===== src/pkg/tcp_pkg.sv =====
// package of constants and types for the timer/counter/pwm unit
// What this block does
// - counter is 16-bit, counts down only
// - counting clock picked from several sources
// - comparator modes LT, LTE, EQ, GTE, GT
// - period loads on start, reset, terminal count
// - interrupt on tc, compare or capture, selectable
// - run modes: free, one shot, enable gated
// - one shot stops at end, no reload
// - gated mode counts only while enable high
// - drives compare, complement, tc and interrupt
// - complementary outputs separated by dead band
// - kill forces pwm outputs inactive
// - capture stores full count, flags event
package tcp_pkg;

   // ****************************************
   // bus geometry
   // ****************************************
   localparam int TCP_AW = 5;
   localparam int TCP_DW = 32;

   // ****************************************
   // register byte offsets
   // ****************************************
   localparam logic [TCP_AW-1:0] TCP_A_CTRL   = 5'h00;
   localparam logic [TCP_AW-1:0] TCP_A_PERIOD = 5'h04;
   localparam logic [TCP_AW-1:0] TCP_A_CMP    = 5'h08;
   localparam logic [TCP_AW-1:0] TCP_A_DEAD   = 5'h0C;
   localparam logic [TCP_AW-1:0] TCP_A_COUNT  = 5'h10;
   localparam logic [TCP_AW-1:0] TCP_A_CAPT   = 5'h14;
   localparam logic [TCP_AW-1:0] TCP_A_STAT   = 5'h18;

   // ****************************************
   // widths and reset values
   // ****************************************
   localparam int              TCP_CNT_W      = 16;
   localparam int              TCP_DB_W       = 8;
   localparam int              TCP_N_SRC      = 3;
   localparam logic [15:0]     TCP_PERIOD_RST = 16'hFFFF;
   localparam logic [15:0]     TCP_CMP_RST    = 16'h8000;
   localparam logic [7:0]      TCP_DEAD_RST   = 8'h00;
   localparam logic [1:0]      TCP_SEL_SYS    = 2'h0;

   // ****************************************
   // modes and states
   // ****************************************
   typedef enum logic [1:0] {MODE_FREE, MODE_ONESHOT, MODE_GATED} tcp_mode_t;
   typedef enum logic [2:0] {CMP_LT, CMP_LTE, CMP_EQ, CMP_GTE, CMP_GT} tcp_cmp_t;
   typedef enum logic [1:0] {ST_IDLE, ST_RUN, ST_HALT} tcp_state_t;

   // control word, bit 0 is run
   typedef struct packed {
      logic [2:0] irq_mask;   // {capture, compare, tc}
      logic [1:0] clk_sel;    // 0 = system clock, k = source k-1
      logic       comp_en;    // complementary output enable
      tcp_cmp_t   cmp_mode;
      logic       cap_en;
      tcp_mode_t  mode;
      logic       run;
   } tcp_ctrl_t;
   localparam int TCP_CTRL_W = $bits(tcp_ctrl_t);

   // event / status word, tc in bit 0
   typedef struct packed {
      logic cap;
      logic cmp;
      logic tc;
   } tcp_ev_t;
   localparam int TCP_EV_W = $bits(tcp_ev_t);

endpackage


===== src/design/tcp_tick_sel.sv =====
// clock source selector producing a one-cycle counting tick
`timescale 1ns/1ns
module tcp_tick_sel #(
   parameter int N_SRC = 3
) (
   // clock and reset
   input  wire logic             clk,
   input  wire logic             rstn,
   input  wire logic             ce,
   // selection
   input  wire logic [1:0]       sel,
   input  wire logic [N_SRC-1:0] src_in,
   // result
   output logic                  tick
);
   import tcp_pkg::*;

   logic [N_SRC-1:0] prev_reg;
   wire  [N_SRC-1:0] edges = src_in & ~prev_reg;
   wire  [1:0]       idx   = sel - 2'h1;
   wire              valid = (int'(idx) < N_SRC);

   if (N_SRC < 1 || N_SRC > 3) begin : g_chk
      $error("tcp_tick_sel: N_SRC must be 1..3");
   end

   // sources are synchronous levels; a rising edge is one tick
   always_ff @(posedge clk or negedge rstn) begin
      if (!rstn)
         prev_reg <= '0;
      else if (ce)
         prev_reg <= src_in;
   end

   // out-of-range selection gives no tick rather than aliasing
   assign tick = (sel == TCP_SEL_SYS) ? 1'b1 : (valid & edges[idx]);
endmodule


===== src/design/tcp_deadband.sv =====
// dead band generator for complementary pwm outputs with kill
`timescale 1ns/1ns
module tcp_deadband #(
   parameter int DB_W = 8
) (
   // clock and reset
   input  wire logic            clk,
   input  wire logic            rstn,
   input  wire logic            ce,
   // control
   input  wire logic            raw,
   input  wire logic [DB_W-1:0] dead,
   input  wire logic            comp_en,
   input  wire logic            kill,
   // outputs
   output logic                 out_p,
   output logic                 out_n
);
   logic            last_reg;
   logic [DB_W-1:0] cnt_reg;
   wire             change = (raw != last_reg);
   wire             quiet  = (cnt_reg == '0);

   // every change drops both sides, then waits dead cycles
   always_ff @(posedge clk or negedge rstn) begin
      if (!rstn) begin
         last_reg <= 1'b0;
         cnt_reg  <= '0;
      end else if (ce) begin
         last_reg <= raw;
         cnt_reg  <= change ? dead : (quiet ? cnt_reg : cnt_reg - 1'b1);
      end
   end

   // outputs are flops; kill wins over everything
   always_ff @(posedge clk or negedge rstn) begin
      if (!rstn) begin
         out_p <= 1'b0;
         out_n <= 1'b0;
      end else if (ce) begin
         out_p <= ~kill & ~change & quiet & last_reg;
         out_n <= ~kill & ~change & quiet & ~last_reg & comp_en;
      end
   end
endmodule


===== src/design/tcp_unit.sv =====
// timer/counter/pwm unit with register port
//
// Our own choices: the register addresses and the plain strobed port.
`timescale 1ns/1ns
module tcp_unit #(
   parameter int CNT_W = tcp_pkg::TCP_CNT_W,
   parameter int DB_W  = tcp_pkg::TCP_DB_W,
   parameter int N_SRC = tcp_pkg::TCP_N_SRC
) (
   // clock, reset, enable
   input  wire logic                      clk,
   input  wire logic                      rstn,
   input  wire logic                      ce,
   // register port
   input  wire logic [tcp_pkg::TCP_AW-1:0] addr,
   input  wire logic [tcp_pkg::TCP_DW-1:0] wdata,
   input  wire logic                      wr,
   input  wire logic                      rd,
   output logic      [tcp_pkg::TCP_DW-1:0] rdata,
   // routed control inputs
   input  wire logic [N_SRC-1:0]          clk_src,
   input  wire logic                      ext_enable,
   input  wire logic                      ext_reset,
   input  wire logic                      ext_capture,
   input  wire logic                      ext_kill,
   // routed outputs
   output logic                           cmp_out,
   output logic                           cmp_n_out,
   output logic                           tc_out,
   output logic                           irq_req
);
   import tcp_pkg::*;

   // ****************************************
   // elaboration checks
   // ****************************************
   if (CNT_W < 2 || CNT_W > TCP_DW) begin : g_chk_cnt
      $error("tcp_unit: CNT_W must be 2..32");
   end
   if (DB_W < 1 || DB_W > TCP_DW) begin : g_chk_db
      $error("tcp_unit: DB_W must be 1..32");
   end
   // the selector decodes at most three routed sources
   if (N_SRC < 1 || N_SRC > 3) begin : g_chk_src
      $error("tcp_unit: N_SRC must be 1..3");
   end

   // ****************************************
   // registers
   // ****************************************
   tcp_ctrl_t         ctrl_reg;
   logic [CNT_W-1:0]  period_reg;
   logic [CNT_W-1:0]  cmpv_reg;
   logic [DB_W-1:0]   dead_reg;
   logic [CNT_W-1:0]  count_reg;
   logic [CNT_W-1:0]  count_next;
   logic [CNT_W-1:0]  capt_reg;
   tcp_ev_t           stat_reg;
   tcp_ev_t           stat_next;
   tcp_state_t        state_reg;
   tcp_state_t        state_next;
   logic              run_d_reg;
   logic              capin_d_reg;
   logic              cmp_d_reg;
   logic              tc_reg;
   logic              irq_reg;
   logic [TCP_DW-1:0] rdata_reg;
   logic              cmp_raw;
   logic              tick;

   // ****************************************
   // register port decode
   // ****************************************
   wire wr_ctrl   = wr && (addr == TCP_A_CTRL);
   wire wr_period = wr && (addr == TCP_A_PERIOD);
   wire wr_cmp    = wr && (addr == TCP_A_CMP);
   wire wr_dead   = wr && (addr == TCP_A_DEAD);
   wire wr_stat   = wr && (addr == TCP_A_STAT);

   // ****************************************
   // clock source selection
   // ****************************************
   tcp_tick_sel #(
      .N_SRC (N_SRC)
   ) u_tick (
      .clk    (clk),
      .rstn   (rstn),
      .ce     (ce),
      .sel    (ctrl_reg.clk_sel),
      .src_in (clk_src),
      .tick   (tick)
   );

   // ****************************************
   // counter control decode
   // ****************************************
   // start is the software run bit going from 0 to 1
   wire run_rise = ctrl_reg.run & ~run_d_reg;
   wire load     = run_rise | ext_reset;
   wire gate_ok  = (ctrl_reg.mode != MODE_GATED) | ext_enable;
   wire step     = tick & (state_reg == ST_RUN) & gate_ok & ~load;
   wire at_zero  = (count_reg == '0);
   wire at_one   = (count_reg == CNT_W'(1));
   wire oneshot  = (ctrl_reg.mode == MODE_ONESHOT);
   wire tc_ev    = step & at_one;

   // next count: load, reload after zero, or decrement only
   always_comb begin
      count_next = count_reg;
      if (load)
         count_next = period_reg;
      else if (step && at_zero && !oneshot)
         count_next = period_reg;
      else if (step && !at_zero)
         count_next = count_reg - CNT_W'(1);
   end

   // run state: one shot parks in halt until a new start or reset
   always_comb begin
      case (state_reg)
         ST_IDLE:
            state_next = (ctrl_reg.run && load) ? ST_RUN : ST_IDLE;
         ST_RUN:
            state_next = (step && at_zero && oneshot) ? ST_HALT : ST_RUN;
         ST_HALT:
            state_next = load ? ST_RUN : ST_HALT;
         default:
            state_next = ST_IDLE;
      endcase
      if (!ctrl_reg.run)
         state_next = ST_IDLE;
   end

   // ****************************************
   // comparator
   // ****************************************
   // unused mode codes read as never true so cmp_out stays low
   always_comb begin
      case (ctrl_reg.cmp_mode)
         CMP_LT:  cmp_raw = (count_reg <  cmpv_reg);
         CMP_LTE: cmp_raw = (count_reg <= cmpv_reg);
         CMP_EQ:  cmp_raw = (count_reg == cmpv_reg);
         CMP_GTE: cmp_raw = (count_reg >= cmpv_reg);
         CMP_GT:  cmp_raw = (count_reg >  cmpv_reg);
         default: cmp_raw = 1'b0;
      endcase
   end

   // ****************************************
   // events and status
   // ****************************************
   wire     cap_fire = ctrl_reg.cap_en & ext_capture & ~capin_d_reg;
   wire     cmp_rise = cmp_raw & ~cmp_d_reg;
   tcp_ev_t events;
   tcp_ev_t stat_clr;
   assign events   = '{cap: cap_fire, cmp: cmp_rise, tc: tc_ev};
   assign stat_clr = wr_stat ? tcp_ev_t'(wdata[TCP_EV_W-1:0]) : '0;
   // write one to clear; an event in the same cycle wins
   assign stat_next = (stat_reg & ~stat_clr) | events;

   // ****************************************
   // read mux
   // ****************************************
   // narrow values zero extended; unmapped offsets read zero
   wire [TCP_DW-1:0] rd_ctrl   = TCP_DW'(ctrl_reg);
   wire [TCP_DW-1:0] rd_period = TCP_DW'(period_reg);
   wire [TCP_DW-1:0] rd_cmp    = TCP_DW'(cmpv_reg);
   wire [TCP_DW-1:0] rd_dead   = TCP_DW'(dead_reg);
   wire [TCP_DW-1:0] rd_count  = TCP_DW'(count_reg);
   wire [TCP_DW-1:0] rd_capt   = TCP_DW'(capt_reg);
   wire [TCP_DW-1:0] rd_stat   = TCP_DW'(stat_reg);
   wire [TCP_DW-1:0] rd_sel    =
      (addr == TCP_A_CTRL)   ? rd_ctrl   :
      (addr == TCP_A_PERIOD) ? rd_period :
      (addr == TCP_A_CMP)    ? rd_cmp    :
      (addr == TCP_A_DEAD)   ? rd_dead   :
      (addr == TCP_A_COUNT)  ? rd_count  :
      (addr == TCP_A_CAPT)   ? rd_capt   :
      (addr == TCP_A_STAT)   ? rd_stat   : '0;

   // ****************************************
   // software registers
   // ****************************************
   always_ff @(posedge clk or negedge rstn) begin
      if (!rstn) begin
         ctrl_reg   <= '0;
         period_reg <= CNT_W'(TCP_PERIOD_RST);
         cmpv_reg   <= CNT_W'(TCP_CMP_RST);
         dead_reg   <= DB_W'(TCP_DEAD_RST);
      end else if (ce) begin
         if (wr_ctrl)
            ctrl_reg <= tcp_ctrl_t'(wdata[TCP_CTRL_W-1:0]);
         if (wr_period)
            period_reg <= wdata[CNT_W-1:0];
         if (wr_cmp)
            cmpv_reg <= wdata[CNT_W-1:0];
         if (wr_dead)
            dead_reg <= wdata[DB_W-1:0];
      end
   end

   // ****************************************
   // counter, state and edge history
   // ****************************************
   always_ff @(posedge clk or negedge rstn) begin
      if (!rstn) begin
         count_reg   <= CNT_W'(TCP_PERIOD_RST);
         state_reg   <= ST_IDLE;
         run_d_reg   <= 1'b0;
         capin_d_reg <= 1'b0;
         cmp_d_reg   <= 1'b0;
      end else if (ce) begin
         count_reg   <= count_next;
         state_reg   <= state_next;
         run_d_reg   <= ctrl_reg.run;
         capin_d_reg <= ext_capture;
         cmp_d_reg   <= cmp_raw;
      end
   end

   // capture keeps the full width of the live count
   always_ff @(posedge clk or negedge rstn) begin
      if (!rstn)
         capt_reg <= '0;
      else if (ce && cap_fire)
         capt_reg <= count_reg;
   end

   // ****************************************
   // status, tc and interrupt flops
   // ****************************************
   always_ff @(posedge clk or negedge rstn) begin
      if (!rstn) begin
         stat_reg <= '0;
         tc_reg   <= 1'b0;
         irq_reg  <= 1'b0;
      end else if (ce) begin
         stat_reg <= stat_next;
         tc_reg   <= tc_ev | (tc_reg & ~step & ~load);
         irq_reg  <= |(stat_next & tcp_ev_t'(ctrl_reg.irq_mask));
      end
   end

   // read data stand only in the cycle after the strobe
   always_ff @(posedge clk or negedge rstn) begin
      if (!rstn)
         rdata_reg <= '0;
      else if (ce)
         rdata_reg <= rd ? rd_sel : '0;
   end

   // ****************************************
   // dead band and kill
   // ****************************************
   tcp_deadband #(
      .DB_W (DB_W)
   ) u_db (
      .clk     (clk),
      .rstn    (rstn),
      .ce      (ce),
      .raw     (cmp_raw),
      .dead    (dead_reg),
      .comp_en (ctrl_reg.comp_en),
      .kill    (ext_kill),
      .out_p   (cmp_out),
      .out_n   (cmp_n_out)
   );

   assign tc_out  = tc_reg;
   assign irq_req = irq_reg;
   assign rdata   = rdata_reg;
endmodule


===== config.mk =====
export PLATFORM = sky130hd
export DESIGN_NAME = tcp_unit
export DESIGN_NICKNAME = d
export VERILOG_FILES = /design/src/pkg/tcp_pkg.sv /design/src/design/tcp_tick_sel.sv /design/src/design/tcp_deadband.sv /design/src/design/tcp_unit.sv
export SDC_FILE = /design/constraint.sdc
export NUM_CORES = 1
export LEC_CHECK = 0
export ABC_AREA = 1
export BUFFER_PORTS_ARGS = -buffer_cell sky130_fd_sc_hd__buf_2
export CAP_MARGIN = 25
export CORE_UTILIZATION = 63
export DETAILED_ROUTE_END_ITERATION = 10
export PLACE_DENSITY = 0.86
export SYNTH_ARGS = -nofsm -noshare
export SYNTH_HDL_FRONTEND = slang
export SYNTH_SLANG_ARGS = --single-unit
export TNS_END_PERCENT = 5

===== constraint.sdc =====
create_clock -name clk -period 7.6 [get_ports clk]
set_input_delay 2.28 -clock clk [delete_from_list [all_inputs] [get_ports clk]]
set_output_delay 2.28 -clock clk [all_outputs]
set_load 0.01 [all_outputs]

---- Word level (Yosys, flattened, before mapping) ----
Index checks and enable logic that the tools add are counted.
storage, ports and cells
  input port bits ......................... 49
  logic and storage cells ................. 135
  output and inout port bits .............. 36
  bits in registers ....................... 140
cells by class
  reduce and logical (&&, ||, !) cells .... 27
  $add $sub $neg .......................... 3
  bitwise logic cells ..................... 32
  magnitude comparators ................... 6
  equal/unequal tests ..................... 18
  multiplexer cells ....................... 23
operator list
  operator                                                                 count
  16-bit two-way mux                                                       10
  1-bit AND                                                                16
  16-bit by 1-bit equality test with 1-bit output (second input constant)  1
  16-bit equality test                                                     1
  16-bit >= comparator                                                     1
  16-bit > comparator                                                      1
  16-bit <= comparator                                                     1
  16-bit logical NOT                                                       1
  16-bit < comparator                                                      1
  8-bit two-way mux                                                        2
  16-bit by 1-bit subtractor with 16-bit output (second input constant)    1
  5-bit equality test (second input constant)                              3
  2-bit AND reduction                                                      6
  1-bit logical AND                                                        11
  5-bit by 4-bit equality test with 1-bit output (second input constant)   2
  3-bit AND                                                                3
  8-bit logical NOT                                                        1
  8-bit by 1-bit subtractor with 8-bit output (second input constant)      1
  1-bit inverter                                                           7
  3-bit by 2-bit equality test with 1-bit output (second input constant)   2
  2-bit two-way mux                                                        3
  3-bit two-way mux                                                        2
  3-bit inverter                                                           2
  2-bit case mux with 3 select lines                                       1
  22 further kinds                                                         29

---- Longest topological paths before layout ----
  depth after elaboration ................. 14
  mapped depth ............................ 25
  depth with buffers taken out ............ 24

---- Modules after synthesis ----
A second synthesis with hierarchy kept.
second synthesis, totals
  cells, all modules ...................... 901
  area total of the unflattened synthesis .. 7013.0 sq um
by module, submodules not included
  module        sequential area each (sq um)  cells each  area each (sq um)  instances
  tcp_unit      2819.0                        764         6077.1             1
  tcp_deadband  275.3                         112         745.7              1
  tcp_tick_sel  75.1                          25          190.2              1

---- Worst setup path after synthesis ----
Ideal clock, no wire load.
  path kind ............................... in2reg
  from .................................... in addr[1] (netlist bit)
  to ...................................... reg irq_reg, in the netlist irq_req
  stages .................................. 8
  required time ........................... 7.471 ns
  data arrival time ....................... 3.326 ns
  library setup time ...................... 0.129 ns
  setup slack ............................. 4.145 ns
  path buffers ............................ 0
  cell sequence ........................... nor2_1 nand2_1 nor3_1 nand2_1 o21ai_0 nand2_1 nand2_1 a31oi_1
between the ends
  longest elaborated chain between the ends .. 8
ends and longest elaborated chain
  what                  line             text
  from (decl)           tcp_unit.sv:15   input wire logic [tcp_pkg::TCP_AW-1:0] addr,
  5-bit equality test   tcp_unit.sv:78   wire wr_stat = wr && (addr == TCP_A_STAT);
  1-bit logical AND     tcp_unit.sv:78
  3-bit two-way mux     tcp_unit.sv:157  assign stat_clr = wr_stat ? tcp_ev_t'(wdata[TCP_EV_W-1:0]) : '0;
  3-bit inverter        tcp_unit.sv:159  assign stat_next = (stat_reg & ~stat_clr) | events;
  3-bit AND             tcp_unit.sv:159
  3-bit bitwise OR      tcp_unit.sv:159
  3-bit AND             tcp_unit.sv:240  irq_reg <= |(stat_next & tcp_ev_t'(ctrl_reg.irq_mask));
  3-bit OR reduction    tcp_unit.sv:240
  to (signal assigned)  tcp_unit.sv:240
  to (decl)             tcp_unit.sv:66   logic irq_reg;
Every way passes these cells.
A chain may end at the register's enable or synchronous reset.

---- Worst setup path after layout ----
  from .................................... in addr[1] (netlist bit)
  to ...................................... reg cmpv_reg[15]
between the ends
  longest elaborated chain between the ends .. 3
ends and longest elaborated chain
  what                                            line             text
  5-bit by 4-bit equality test with 1-bit output  tcp_unit.sv:76   wire wr_cmp = wr && (addr == TCP_A_CMP);
  1-bit logical AND                               tcp_unit.sv:76
  2-bit AND reduction (no source line)            --
  to (signal assigned)                            tcp_unit.sv:188  cmpv_reg <= CNT_W'(TCP_CMP_RST);
  to (signal assigned)                            tcp_unit.sv:196  cmpv_reg <= wdata[CNT_W-1:0];
  to (decl)                                       tcp_unit.sv:53   logic [CNT_W-1:0] cmpv_reg;
Every way passes these cells.

==> run_results.csv <==
group,metric,value,unit
logic_synthesis,ys.flop_type,"dfrtp_1",
grt,track_usage,0.354,
pwr,p_leak,3.78,nW
clock_tree,clock-sinks,124,
logic_synthesis,async_flop_share,1.00,
logic_synthesis,synth.area.top_cells,"dfrtp_1 (33%), nand2_1 (16%), dfstp_2 (13%), o21ai_0 (8.0%), inv_1 (4.8%)",
pwr,power.density,322,mW/mm^2
place,place.gp.congestion,0.858,
timing,hold_viol,0,
logic_synthesis,yosys.area.top_type,"dfrtp_1",
worst_setup_path,worstPathRequired,8020,ps
final_layout,layout_common_cells,"nand2_1 (283), o21ai_0 (109), dfrtp_1 (91)",
route,vias_per_cell,5.81,
grt,grt_max_degree,71,
clock_tree,clockBufferDepth,2,
route,met1_length,7470,um
clock_tree,holdBufCountCts,0,
timing,maxSlewViolCount,0,
timing,fmax,232,MHz
timing,finalHoldWorstSlack,480,ps
logic_synthesis,seq_area_frac_synth,0.461,
floorplanning,die-area,0.0112,sq mm
route,wl_met3,1320,um
final_layout,synthToLayoutAreaGrowth,12.5,%
worst_setup_path,crit_arrival,4730,ps
logic_synthesis,post_synth_num_cell_types,41,
clock_tree,numCtsBuffers,17,
final_layout,n_antenna_cell,0,
worst_setup_path,cp-start-kind,"primary input",
pwr,power,2.47,mW
grt,grt.overflow.total,0,
logic_synthesis,postSynthCellCount,879,
worst_setup_path,endpoint_kind,"flop",
clock_tree,cts-resized-gates,0,
grt,grt_pass1_vias,6231,
floorplanning,dieWidth,106,um
final_layout,fin_cells,1072,
clock_tree,cts.htree.levels,4,
timing,rsz0062_at_grt,"no",
status,outcome,"completed",
worst_setup_path,critical_path_class,"primary input to flop",
floorplanning,io_pins,85,
place,place_area,0.00708,sq mm
floorplanning,placementRows,37,
final_layout,layout_commonest_cell,"nand2_1",
logic_synthesis,ys_seq_elements,124,
timing,min_period,4320,ps
clock_tree,insertion_delay,540,ps
route,antenna_left,0,
clock_tree,cts_tree,"done",
timing,fin_setup_tns,0,ps
clock_tree,path_clk_slew,60,ps
hold_path,hp-class,"flop to flop",
place,port-buffer-count,52,
final_layout,drive_gt1_frac,0.152,
job,maxCapViolCount,0,
route,vias,6232,
grt,grt_pass1_wl,30300,um
clock_tree,root_buffer,"clkbuf_8",
logic_synthesis,ys.warnings.count,0,
final_layout,nets,993,
clock_tree,cts_setup_buffers,0,
route,wl_per_cell,17.2,um
logic_synthesis,synth-edff-count,0,
timing,max_slew_margin,0.332,
floorplanning,die_h,106,um
route,top_layer,"met4",
pwr,ir_drop,0.000216,V
worst_setup_path,crit_fanout,32,
timing,finalSetupViolCount,0,
timing,tightest_slew,999,ps
route,route.met2.wl,9040,um
logic_synthesis,syn_area_per_cell,7.76,sq um
route,drt_iter0_markers,485,
final_layout,design_area,0.00767,sq mm
route,firstDrtPassIters,7,
place,placed_cells,1039,
place,dpl.hpwl,12400,um
route,post-route-drc-count,0,
timing,fin_crit_sh,0.568,
logic_synthesis,synth.cell_area,0.00682,sq mm
timing,finClkSkew,8.65,ps
floorplanning,core,0.0104,sq mm
floorplanning,initial_core_util,0.655,
grt,antenna_found_initial,0,
route,routed_wl,18500,um
logic_synthesis,synth_top_area_frac,0.334,
stage by stage:
step                utilization  setup slack [ps]
CTS                       0.735              3350
global placement          0.678              3020
detailed placement        0.679              2940
finish                    0.736              3280
global route              0.736              3080
floorplan                     -              4150
cell families after synthesis:
| kind of cell | share of synthesized area |
|---|---|
| simple gates | 0.246 |
| compound gates | 0.147 |
| buf+inv | 0.0908 |
| flops | 0.461 |
| fa+ha+maj | 0.0385 |
| xor+xnor | 0.0141 |
| other cells | 0.000550 |
| mux | 0.00165 |
routing by layer:
metal,vias to the layer above,GRT usage
met5,-,0
met4,0,0.173
met3,59,0.0871
met2,271,0.598
met1,2971,0.423
li1,2931,-
cells in the mapped netlist (2+ instances only):
library cell,number
a21o_1,2
a21oi_1,24
a221oi_1,2
a31oi_1,5
buf_2,8
buf_4,18
buf_6,2
clkbuf_1,18
clkinv_1,3
dfrtp_1,91
dfstp_2,33
ha_1,21
inv_1,87
nand2_1,283
nand2_2,5
nand3_1,40
nand3_2,2
nand4_1,8
nor2_1,42
nor2_2,5
nor2_4,2
nor3_1,14
nor3_2,2
o2111ai_1,9
o211ai_1,17
o21ai_0,109
o21ai_1,3
o22ai_1,2
xor2_1,10
power breakdown:
| group | internal [mW] | switching, mW | leakage (nW) |
|---|---|---|---|
| combinational | 0.261 | 0.471 | 1.95 |
| clock | 0.471 | 0.323 | 0.279 |
| sequential | 0.814 | 0.128 | 1.55 |
worst max-delay path: stages:
cell and delay (ps):
buf_2 110, nor2_1 200, nand2_1 110, nor2_2 660, nand2_1 850, o21ai_0 510
final cells by class:
class | instances | area [sq um]
flip-flops and latches | 124 | 3140
multi-input cells | 631 | 3110
fillers | 800 | 2750
clock buffers | 17 | 414
inverters | 92 | 350
repair buffers | 57 | 315
well taps | 136 | 170
clock inverters | 15 | 164
worst paths after layout:
check | from | end | slack [ps] | cells after the start
min in group asynchronous | rstn | rdata[6] | 1870 | 1
min | rdata[3] | rdata[3] | 480 | 2
max reg2reg | cmpv_reg[15] | u_db.cnt_reg[7] | 3640 | 21
max | addr[1] | cmpv_reg[15] | 3280 | 6
min reg2reg | rdata[3] | rdata[3] | 480 | 2
max in group asynchronous | rstn | capt_reg[14] | 4500 | 2
No activity file was read; power rests on OpenSTA's default activity.
